`config.mk`:
```
export PLATFORM = sky130hd
export DESIGN_NAME = sgcr_top
export DESIGN_NICKNAME = d
export VERILOG_FILES = /design/src/common/sgcr_pkg.sv /design/src/rtl/sgcr_sync2.sv /design/src/rtl/sgcr_age_timer.sv /design/src/rtl/sgcr_top.sv
export VERILOG_INCLUDE_DIRS = /design/src /design/src/common
export SDC_FILE = /design/constraint.sdc
export NUM_CORES = 1
export LEC_CHECK = 0
export ABC_CLOCK_PERIOD_IN_PS = 3700
export BUFFER_PORTS_ARGS = -buffer_cell sky130_fd_sc_hd__buf_4
export CAP_MARGIN = 20
export CORE_ASPECT_RATIO = 1.75
export CORE_MARGIN = 2
export CORE_UTILIZATION = 40
export CTS_BUF_LIST = sky130_fd_sc_hd__clkbuf_16
export CTS_CLUSTER_SIZE = 10
export DETAILED_ROUTE_END_ITERATION = 16
export HOLD_SLACK_MARGIN = 0.12
export PLACE_DENSITY = 0.66
export SYNTH_ARGS = -nofsm -noshare
export SYNTH_HDL_FRONTEND = slang
export SYNTH_SLANG_ARGS = --single-unit
```
`constraint.sdc`:
```
create_clock -name pclk -period 3.7 [get_ports pclk]
set_input_delay 0.555 -clock pclk [delete_from_list [all_inputs] [get_ports pclk]]
set_output_delay 0.555 -clock pclk [all_outputs]
set_load 0.01 [all_outputs]
```
`src/common/sgcr_map.svh`:
```
// Offsets, field positions, reset values and timing figures of the switch
// global control bank. Included by the package, the aging timer and the top module.
`ifndef SGCR_MAP_SVH
`define SGCR_MAP_SVH

// Register indices; byte address is four times the index
`define SGCR_IDX_ID 4'h0
`define SGCR_IDX_CTRL1 4'h2
`define SGCR_IDX_BANK 4'he
`define SGCR_SW_BANK 6'h20
`define SGCR_RSV_BANK_LO 6'h14
`define SGCR_RSV_BANK_HI 6'h1f

`define SGCR_CTRL1_RST 16'h3400
`define SGCR_CTRL1_MASK 16'hbf09
`define SGCR_BANK_RST 6'h00

`define SGCR_B_START 0
`define SGCR_B_PASSALL 15
`define SGCR_B_TXFC 13
`define SGCR_B_RXFC 12
`define SGCR_B_LENCHK 11
`define SGCR_B_AGE 10
`define SGCR_B_FAST 9
`define SGCR_B_BACKOFF 8
`define SGCR_B_PASSFC 3
`define SGCR_B_LINKAGE 0

`define SGCR_LEN_LIMIT 16'h05dc

`define SGCR_CLK_HZ 64'h0000_0000_017d_7840
`define SGCR_FAST_AGE_US 64'h0000_0000_0000_0320
`define SGCR_NORMAL_AGE_S 64'h0000_0000_0000_012c
`define SGCR_FAST_AGE_CYC (`SGCR_FAST_AGE_US * `SGCR_CLK_HZ / 64'h0000_0000_000f_4240)
`define SGCR_NORMAL_AGE_CYC (`SGCR_NORMAL_AGE_S * `SGCR_CLK_HZ)

`endif

```
`src/common/sgcr_pkg.sv`:
```
// Types shared by the switch global control bank.
// Assumes sgcr_map.svh is on the include path.
`include "sgcr_map.svh"

package sgcr_pkg;

  typedef enum logic [1:0] {SGCR_SEL_NONE, SGCR_SEL_ID, SGCR_SEL_CTRL1, SGCR_SEL_BANK} sgcr_sel_e;

  // The bank select word answers in every bank
  function automatic sgcr_sel_e sgcr_decode(input logic [5:0] bank, input logic [3:0] idx);
    sgcr_sel_e sel;
    sel = SGCR_SEL_NONE;
    if (idx == `SGCR_IDX_BANK)
      sel = SGCR_SEL_BANK;
    else if (bank == `SGCR_SW_BANK && idx == `SGCR_IDX_ID)
      sel = SGCR_SEL_ID;
    else if (bank == `SGCR_SW_BANK && idx == `SGCR_IDX_CTRL1)
      sel = SGCR_SEL_CTRL1;
    return sel;
  endfunction

endpackage

```
`src/rtl/sgcr_sync2.sv`:
```
// Two-stage synchroniser for pin levels.
// Assumes inputs are quasi-static levels from another domain.
module sgcr_sync2 #(
  parameter int WIDTH = 2
) (
  input wire logic pclk,
  input wire logic presetn,
  input wire logic [WIDTH-1:0] async_in,
  output logic [WIDTH-1:0] sync_out
);

  logic [WIDTH-1:0] meta;

  always_ff @(posedge pclk or negedge presetn)
  begin
    if (!presetn)
    begin
      meta <= '0;
      sync_out <= '0;
    end
    else
    begin
      meta <= async_in;
      sync_out <= meta;
    end
  end

endmodule

```
`src/rtl/sgcr_age_timer.sv`:
```
// Address-table aging interval timer, normal or fast period.
// Assumes run, fast and restart come from logic on pclk.
`include "sgcr_map.svh"

module sgcr_age_timer #(
  parameter int CNT_W = 33,
  parameter longint unsigned FAST_CYC = `SGCR_FAST_AGE_CYC,
  parameter longint unsigned NORMAL_CYC = `SGCR_NORMAL_AGE_CYC
) (
  input wire logic pclk,
  input wire logic presetn,
  input wire logic run,
  input wire logic fast,
  input wire logic restart,
  output logic tick
);

  logic [CNT_W-1:0] cnt;
  logic [CNT_W-1:0] limit;

  assign limit = fast ? CNT_W'(FAST_CYC - 1) : CNT_W'(NORMAL_CYC - 1);

  // Counter holds while stopped; >= so a switch to fast fires at once
  always_ff @(posedge pclk or negedge presetn)
  begin
    if (!presetn)
    begin
      cnt <= '0;
      tick <= 1'b0;
    end
    else if (restart)
    begin
      cnt <= '0;
      tick <= 1'b0;
    end
    else if (!run)
      tick <= 1'b0;
    else if (cnt >= limit)
    begin
      cnt <= '0;
      tick <= 1'b1;
    end
    else
    begin
      cnt <= cnt + 1'b1;
      tick <= 1'b0;
    end
  end

endmodule

```
`src/rtl/sgcr_top.sv`:
```
// APB register bank for switch start, identity and global control one,
// plus the switch-side actions these controls steer.
// Assumes frame and pause inputs come from pclk logic; link pins are async.
//
// Notes on behaviour
// - Switch stays off after reset; start bit one starts, zero stops it.
// - Identity word reads family 15-8, chip 7-4, revision 3-1.
// - Bit 15 forwards bad frames, only while sniffer mode is on.
// - Bit 13 resets one; cleared means no pause frames are generated.
// - Bit 12 resets one; cleared means received pause frames are ignored.
// - Bit 11 drops frames with length field below 1500 mismatching payload.
// - Aging runs while bit 10 is one, its reset value; halts otherwise.
// - Bit 9 ages the table every 800us instead of normally.
// - Bit 8 selects aggressive back-off for half-duplex ports.
// - Bit 3 forwards pause frames instead of filtering them.
// - Bit 0: link loss triggers one fast pass, then normal 300s aging.
// - Any port unplugged ages out every learned address.
// - Banks 20 to 31 are empty; bank select answers in every bank.

`include "sgcr_map.svh"

module sgcr_top
  import sgcr_pkg::*;
#(
  parameter int PORTS = 2,
  parameter int ADDR_W = 8,
  parameter logic [7:0] FAMILY_CODE = 8'h5a,
  parameter logic [3:0] CHIP_CODE = 4'h3,
  parameter logic [2:0] REV_CODE = 3'h2,
  parameter longint unsigned FAST_AGE_CYC = `SGCR_FAST_AGE_CYC,
  parameter longint unsigned NORMAL_AGE_CYC = `SGCR_NORMAL_AGE_CYC
) (
  input wire logic pclk,
  input wire logic presetn,
  input wire logic psel,
  input wire logic penable,
  input wire logic pwrite,
  input wire logic [ADDR_W-1:0] paddr,
  input wire logic [31:0] pwdata,
  output logic [31:0] prdata,
  output logic pready,
  output logic pslverr,
  input wire logic [PORTS-1:0] link_up,
  input wire logic sniffer_mode,
  input wire logic frame_valid,
  input wire logic frame_bad,
  input wire logic frame_is_pause,
  input wire logic [15:0] len_field,
  input wire logic [15:0] payload_len,
  input wire logic pause_request,
  output logic switch_enable,
  output logic bad_frame_forward,
  output logic frame_drop,
  output logic pause_frame_forward,
  output logic pause_tx_generate,
  output logic rx_pause_throttle,
  output logic aggressive_backoff,
  output logic age_tick,
  output logic age_flush_all,
  output logic fast_pass_active
);

  // ----------------------------------------
  // Register bus
  // ----------------------------------------
  logic [15:0] ctrl1;
  logic [5:0] bank;
  sgcr_sel_e sel;
  logic setup;
  logic access_done;
  logic addr_ok;

  assign setup = psel && !penable;
  assign access_done = psel && penable && pready;
  assign addr_ok = (paddr[1:0] == 2'b00) && (paddr[ADDR_W-1:6] == '0);
  assign sel = addr_ok ? sgcr_decode(bank, paddr[5:2]) : SGCR_SEL_NONE;

  // Zero wait states: answer rises in the first access cycle
  always_ff @(posedge pclk or negedge presetn)
  begin
    if (!presetn)
    begin
      pready <= 1'b0;
      pslverr <= 1'b0;
      prdata <= '0;
    end
    else
    begin
      pready <= setup;
      pslverr <= setup && (sel == SGCR_SEL_NONE);
      if (setup && !pwrite)
      begin
        unique case (sel)
          SGCR_SEL_ID:
            prdata <= {16'h0000, FAMILY_CODE, CHIP_CODE, REV_CODE, switch_enable};
          SGCR_SEL_CTRL1:
            prdata <= {16'h0000, ctrl1};
          SGCR_SEL_BANK:
            prdata <= {26'h0000000, bank};
          SGCR_SEL_NONE:
            prdata <= '0;
        endcase
      end
    end
  end

  always_ff @(posedge pclk or negedge presetn)
  begin
    if (!presetn)
      bank <= `SGCR_BANK_RST;
    else if (access_done && pwrite && sel == SGCR_SEL_BANK)
      bank <= pwdata[5:0];
  end

  always_ff @(posedge pclk or negedge presetn)
  begin
    if (!presetn)
      switch_enable <= 1'b0;
    else if (access_done && pwrite && sel == SGCR_SEL_ID)
      switch_enable <= pwdata[`SGCR_B_START];
  end

  // Reserved positions are masked on write so they always read zero
  always_ff @(posedge pclk or negedge presetn)
  begin
    if (!presetn)
      ctrl1 <= `SGCR_CTRL1_RST;
    else if (access_done && pwrite && sel == SGCR_SEL_CTRL1)
      ctrl1 <= pwdata[15:0] & `SGCR_CTRL1_MASK;
  end

  // ----------------------------------------
  // Frame handling controls
  // ----------------------------------------
  logic len_mismatch;

  assign len_mismatch = (len_field < `SGCR_LEN_LIMIT) && (len_field != payload_len);

  always_ff @(posedge pclk or negedge presetn)
  begin
    if (!presetn)
    begin
      bad_frame_forward <= 1'b0;
      frame_drop <= 1'b0;
      pause_frame_forward <= 1'b0;
      pause_tx_generate <= 1'b0;
      rx_pause_throttle <= 1'b0;
      aggressive_backoff <= 1'b0;
    end
    else
    begin
      bad_frame_forward <= frame_valid && frame_bad && ctrl1[`SGCR_B_PASSALL]
        && sniffer_mode;
      frame_drop <= frame_valid && ctrl1[`SGCR_B_LENCHK] && len_mismatch;
      pause_frame_forward <= frame_valid && frame_is_pause
        && ctrl1[`SGCR_B_PASSFC];
      pause_tx_generate <= switch_enable && pause_request
        && ctrl1[`SGCR_B_TXFC];
      rx_pause_throttle <= frame_valid && frame_is_pause
        && ctrl1[`SGCR_B_RXFC];
      aggressive_backoff <= ctrl1[`SGCR_B_BACKOFF];
    end
  end

  // ----------------------------------------
  // Link watch and aging
  // ----------------------------------------
  logic [PORTS-1:0] link_sync;
  logic [PORTS-1:0] link_prev;
  logic link_lost;
  logic timer_tick;

  sgcr_sync2 #(
    .WIDTH(PORTS)
  ) u_link_sync (
    .pclk(pclk),
    .presetn(presetn),
    .async_in(link_up),
    .sync_out(link_sync)
  );

  assign link_lost = |(link_prev & ~link_sync);

  always_ff @(posedge pclk or negedge presetn)
  begin
    if (!presetn)
      link_prev <= '0;
    else
      link_prev <= link_sync;
  end

  // Flush does not wait on the timer or the aging enable
  always_ff @(posedge pclk or negedge presetn)
  begin
    if (!presetn)
      age_flush_all <= 1'b0;
    else
      age_flush_all <= link_lost;
  end

  // A new link loss in the tick cycle keeps the fast pass armed
  always_ff @(posedge pclk or negedge presetn)
  begin
    if (!presetn)
      fast_pass_active <= 1'b0;
    else if (link_lost && ctrl1[`SGCR_B_LINKAGE])
      fast_pass_active <= 1'b1;
    else if (timer_tick)
      fast_pass_active <= 1'b0;
  end

  sgcr_age_timer #(
    .CNT_W(33),
    .FAST_CYC(FAST_AGE_CYC),
    .NORMAL_CYC(NORMAL_AGE_CYC)
  ) u_age_timer (
    .pclk(pclk),
    .presetn(presetn),
    .run(ctrl1[`SGCR_B_AGE]),
    .fast(ctrl1[`SGCR_B_FAST] || fast_pass_active),
    .restart(link_lost && ctrl1[`SGCR_B_LINKAGE]),
    .tick(timer_tick)
  );

  always_ff @(posedge pclk or negedge presetn)
  begin
    if (!presetn)
      age_tick <= 1'b0;
    else
      age_tick <= timer_tick && ctrl1[`SGCR_B_AGE];
  end
endmodule

```
## Yosys cells after proc, flatten, opt, wreduce, memory -nomap -nowiden

Index checks and enable logic that the tools add are counted.
Widths: inputs -> output; s select.

| word-level totals | value |
|---|---|
| register bits after elaboration | 99 |
| output and inout bits | 44 |
| logic and storage cells | 81 |

| cells by class | value |
|---|---|
| add/subtract/negate cells | 1 |
| $lt $le $gt $ge | 2 |
| eq/ne operators | 7 |
| mux-type cells | 14 |
| bitwise operators | 2 |
| reduce and logical (&&, ||, !) cells | 35 |

Operators with widths:

| kind | count |
|---|---|
| $mux 33 | 4 |
| $pmux 32 s4 | 1 |
| $add 33x1->33 const B | 1 |
| $ge 33x33->1 | 1 |
| $logic_and 1x1->1 | 25 |
| $lt 16x11->1 const B | 1 |
| $ne 16x16->1 | 1 |
| $mux 2 | 4 |
| $eq 6x6->1 const B | 1 |
| $logic_not 2->1 | 3 |
| $mux 1 | 5 |
| $eq 2x2->1 const B | 2 |
| $eq 4x2->1 const B | 1 |
| $eq 4x4->1 const B | 1 |
| $logic_not 4->1 | 1 |
| $reduce_bool 2->1 | 2 |
| $and 2x2->2 | 1 |
| $eq 2x1->1 const B | 1 |
| $logic_not 1->1 | 2 |
| $not 2->2 | 1 |
| $reduce_or 2->1 | 1 |
| $logic_or 1x1->1 | 1 |

## Depth between registers and ports, before layout

| depth | value |
|---|---|
| word-level depth | 8 |
| mapped depth | 11 |

## Cells and area by module

A second synthesis with hierarchy kept.

| second synthesis, totals | value |
|---|---|
| cells, all modules | 470 |
| area, all modules | 4733.3 um^2 |

Modules (own cells, without submodules):

| module | times used | cells an instance | area an instance (um^2) | sequential area each (um^2) |
|---|---|---|---|---|
| sgcr_age_timer | 1 | 272 | 2522.4 | 850.8 |
| sgcr_top | 1 | 194 | 2110.8 | 1079.8 |
| sgcr_sync2 | 1 | 4 | 100.1 | 100.1 |

## Worst setup path before layout

Ideal clock, no wire load.

| timing | value |
|---|---|
| path type | register -> register |
| from | register fast_pass_active |
| to | register u_age_timer.cnt[1] |
| library setup time | 122 ps |
| data arrival time | 2753 ps |
| data required time | 3578 ps |
| path slack | 826 ps |
| cell stages (with the launch flop) | 10 |
| period minus slack after synthesis | 2874 ps |
| cell sequence | dfrtp_1 > or2_2 > ha_1 > nand4b_1 > or4_1 > o2111a_1 > a2111o_1 > buf_6 > and2_4 > a32o_1 |

| on the way | value |
|---|---|
| word-level cells in the longest chain between the ends | 6 |

RTL lines:

| item | RTL line | text |
|---|---|---|
| start: declaration | sgcr_top.sv:60 | `output logic fast_pass_active` |
| start signal: assignment | sgcr_top.sv:205 | `fast_pass_active <= 1'b0;` |
| start signal: assignment | sgcr_top.sv:207 | `fast_pass_active <= 1'b1;` |
| start signal: assignment | sgcr_top.sv:209 | `fast_pass_active <= 1'b0;` |
| $logic_or 1x1->1 | sgcr_top.sv:220 | `` .fast(ctrl1[`SGCR_B_FAST] \|\| fast_pass_active), `` |
| $mux 33 | sgcr_age_timer.sv:21 | `assign limit = fast ? CNT_W'(FAST_CYC - 1) : CNT_W'(NORMAL_CYC - 1);` |
| $ge 33x33->1 | sgcr_age_timer.sv:38 | `else if (cnt >= limit)` |
| $mux 33 | sgcr_age_timer.sv:38 |  |
| $mux 33 | sgcr_age_timer.sv:36 | `else if (!run)` |
| $mux 33 | sgcr_age_timer.sv:31 | `else if (restart)` |
| end signal: assignment | sgcr_age_timer.sv:45 | `cnt <= cnt + 1'b1;` |
| end: declaration | sgcr_age_timer.sv:18 | `logic [CNT_W-1:0] cnt;` |

No other way between the ends. The select of a mux whose other input is x is not followed.
A chain may end at the register's enable or synchronous reset.

## Worst setup path in the final report

| timing | value |
|---|---|
| from | register ctrl1[9] |
| to | register u_age_timer.cnt[24] |

| on the way | value |
|---|---|
| word-level cells in the longest chain between the ends | 6 |

RTL lines:

| item | RTL line | text |
|---|---|---|
| start: declaration | sgcr_top.sv:66 | `logic [15:0] ctrl1;` |
| start signal: assignment | sgcr_top.sv:127 | `` ctrl1 <= `SGCR_CTRL1_RST; `` |
| start signal: assignment | sgcr_top.sv:129 | `` ctrl1 <= pwdata[15:0] & `SGCR_CTRL1_MASK; `` |
| $logic_or 1x1->1 | sgcr_top.sv:220 |  |
| $mux 33 | sgcr_age_timer.sv:21 |  |
| $ge 33x33->1 | sgcr_age_timer.sv:38 |  |
| $mux 33 | sgcr_age_timer.sv:38 |  |
| $mux 33 | sgcr_age_timer.sv:36 |  |
| $mux 33 | sgcr_age_timer.sv:31 |  |

No other way between the ends. The select of a mux whose other input is x is not followed.

==> flow_metrics.py <==
metrics = {
    "finish": {
        "fillerInstances": 985,
        "finish.cell_count_without_fillers": 688,
        "layout_common_cells": "99 x sky130_fd_sc_hd__buf_4, 78 x sky130_fd_sc_hd__dfrtp_1, 57 x sky130_fd_sc_hd__nand2_1",
        "final_core_utilization": 0.506,
        "layout.cells.most_common": "sky130_fd_sc_hd__buf_4",
        "fin_nets": 657,
        "insertedDiodeCount": 0,
        "post_route_design_area_sq_um": 5560,
        "synthToLayoutAreaGrowth_pct": 24.5,
        "drive_gt1_frac": 0.257,
    },
    "synthesis": {
        "synth.cell_area_sq_um": 4470,
        "synth.mux.area_fraction": 0.0403,
        "synth_flop_cell": "sky130_fd_sc_hd__dfrtp_1",
        "synth_simple_gate_area_frac": 0.208,
        "synth-seq-cells": 81,
        "post_synth_edffs": 0,
        "post_synth_inst_count": 455,
        "synth_async_sr_flop_share": 1.00,
        "ys_seq_area_frac": 0.455,
        "synth_compound_gate_area_share": 0.118,
        "yosysWarnings": 0,
        "share_of_the_synthesized_netlist_area_taken_by_xor_and_xnor_gates": 0.0588,
        "avgSynthCellArea_sq_um": 9.81,
        "synth-adder-area-share": 0.0588,
        "synth.lib_cells_used.distinct": 56,
        "synth_top_family_by_area": "simple AND/OR/NAND/NOR gates",
    },
    "route": {
        "routedWlPerCell_um": 16.4,
        "drt_pre_antenna_iters": 4,
        "wl_um": 11300,
        "drt_iter0_markers": 192,
        "detailroute.via_count": 3815,
        "drt.antenna.violating_nets": 0,
        "vias_per_cell": 5.55,
        "drt_drc_violations_left": 0,
    },
    "timing": {
        "fin_crit_sh": 0.871,
        "setup_ws_ps": 477,
        "finalCriticalPeriod_ps": 3220,
        "finalSetupViolCount": 0,
        "setup_tns_ps": 0,
        "maxClockFrequency_ghz": 0.310,
        "slew_margin_rel": 0.447,
        "fin_worst_skew_ps": 4.98,
        "grt_setup_unrepaired": "false",
        "worst-slew-pin-transition_ps": 830,
        "fin_worst_hold_slack_ps": 99.6,
        "finalHoldViolations": 0,
        "timing.final.max_slew_violations": 0,
    },
    "placement": {
        "hpwl_um": 8700,
        "dpl-instance-area_sq_um": 5220,
        "portBuffers": 90,
        "finalWeightedCongestion": 0.910,
        "dpl.cell_count": 672,
        "dpl_worst_slack_ps": 489,
    },
    "global_routing": {
        "grt_start_max_net_pins": 82,
        "first_pass_grt_wire_length_um": 18300,
        "first_global_vias": 3817,
        "global_route_congestion_overflow_total": 0,
        "antenna_found_initial": 0,
        "global_route.usage.total": 0.191,
    },
    "die": {
        "die_width_um": 83.9,
        "core_region_area_sq_um": 11000,
        "die_h_um": 144,
        "core.rowCount": 51,
        "start_util": 0.407,
        "die_area_sq_um": 12100,
        "ios": 128,
    },
    "worst_hold_path": {
        "min-delay-path-class": "in -> async",
    },
    "clock_network": {
        "clk_pin_slew_ps": 60,
        "cts_hold_buffers": 0,
        "cts-root-buf": "sky130_fd_sc_hd__clkbuf_16",
        "numCtsBuffers": 9,
        "cts_resized": 0,
        "tritoncts": "done",
        "cts_max_path_buffers": 2,
        "clock_tree_sinks": 81,
        "h-tree-depth": 3,
        "clk_latency_worst_skew_pair_ps": 340,
        "cts_setup_buffers": 0,
    },
    "outcome": {
        "outcome": "complete, no violations",
    },
    "critical_path": {
        "timing.critical_path.fanout_max": 15,
        "timing.setup.critical_path_class": "reg -> reg",
        "timing.critical_path.to_type": "flip-flop",
        "critical_path_start_type": "flip-flop",
        "worst_ep_required_time_ps": 3900,
        "worst_ep_arrival_time_ps": 3430,
    },
    "pwr": {
        "finalPower_mw": 1.98,
        "power_density_nw_per_um2": 356,
        "static-leakage-power_nw": 2.66,
        "worst_ir_drop_vdd_uv": 262,
    },
    "flow_run": {
        "drv.max_cap_violation_count": 0,
    },
}
## flip-flops by register name, indices dropped and copies added (netlist names)
name and count:
bank 6, u_link_sync.sync_out 2, frame_drop 1, u_link_sync.meta 2, bad_frame_forward 1, fast_pass_active 1, pause_frame_forward 1, rx_pause_throttle 1
age_flush_all 1, u_age_timer.cnt 33, age_tick 1, link_prev 2, u_age_timer.tick 1, pready 1, aggressive_backoff 1, ctrl1 9
prdata 14, pslverr 1, pause_tx_generate 1, switch_enable 1
## cell type report
cell class	instances	area, sq um	area share
multi-input cells	346	2230	0.401
flip-flops and latches	81	2030	0.365
repair buffers	100	771	0.139
clock buffers	9	225	0.0405
well taps	132	165	0.0297
clock inverters	6	85.1	0.0153
inverters	14	52.6	0.00946
## per-layer routing
| layer | vias to the layer above | track usage | part of all wire |
|---|---|---|---|
| li1 | 1796 | - | - |
| met1 | 1851 | 0.200 | 0.35 |
| met2 | 126 | 0.352 | 0.56 |
| met3 | 42 | 0.0402 | 0.047 |
| met4 | 0 | 0.109 | 0.047 |
| met5 | - | 0 | 0 |
## worst max-delay path: stages, from the launching register on
cell                        delay (ps)
sky130_fd_sc_hd__dfrtp_1           390
sky130_fd_sc_hd__or2_2             460
sky130_fd_sc_hd__ha_1              370
sky130_fd_sc_hd__nand4b_1           90
sky130_fd_sc_hd__or4_1             510
sky130_fd_sc_hd__o2111a_1          150
sky130_fd_sc_hd__a2111o_1          600
sky130_fd_sc_hd__buf_4             260
sky130_fd_sc_hd__o2111ai_1         110
sky130_fd_sc_hd__o311ai_1          140
## power by group
part / internal (mW) / total, mW / leakage (nW) / switching [mW]
sequential: 0.896 / 0.904 / 1.10 / 0.00775
combinational: 0.0707 / 0.141 / 1.40 / 0.0704
clock: 0.584 / 0.935 / 0.154 / 0.351
total: 1.55 / 1.98 / 2.66 / 0.429
## logic make-up (layout without fill, tap and decap cells)
group | count (synthesis) | count (layout)
AND/OR/NAND/NOR | 185 | 185
flip-flops | 81 | 81
AO/OA/AOI/OAI | 76 | 76
buffers and inverters | 45 | 129
XOR/XNOR | 30 | 30
adder cells (fa/ha/maj) | 21 | 21
multiplexers | 16 | 16
other | 1 | 18
## cell usage after synthesis, drive strengths merged, types with 5 or more instances
cell	number	share of area
dfrtp	78	0.44
nand2	57	0.048
nor2	33	0.028
nand3	29	0.033
buf	23	0.042
ha	21	0.059
xor2	21	0.041
mux2	16	0.040
o21ai	16	0.018
inv	14	0.012
a21oi	13	0.017
a31oi	10	0.014
nor4	10	0.015
xnor2	9	0.018
and3	8	0.011
clkbuf	8	0.0067
nand4	8	0.011
o22ai	7	0.0098
nor2b	6	0.0084
nor3	5	0.0056
or3	5	0.0073
## worst paths after layout
path,slack [ps],start,cells past startpoint,endpoint
worst max-delay path,480,ctrl1[9],9,u_age_timer.cnt[24]
worst min-delay path,100,presetn,1,prdata[12]
worst max register to register,480,ctrl1[9],9,u_age_timer.cnt[24]
worst min register to register,350,u_link_sync.meta[1],0,u_link_sync.sync_out[1]
max in group asynchronous,2960,presetn,2,ctrl1[13]
min in group pclk,330,link_up[1],1,u_link_sync.meta[1]
Note: power is estimated with default switching activity, not from simulation.
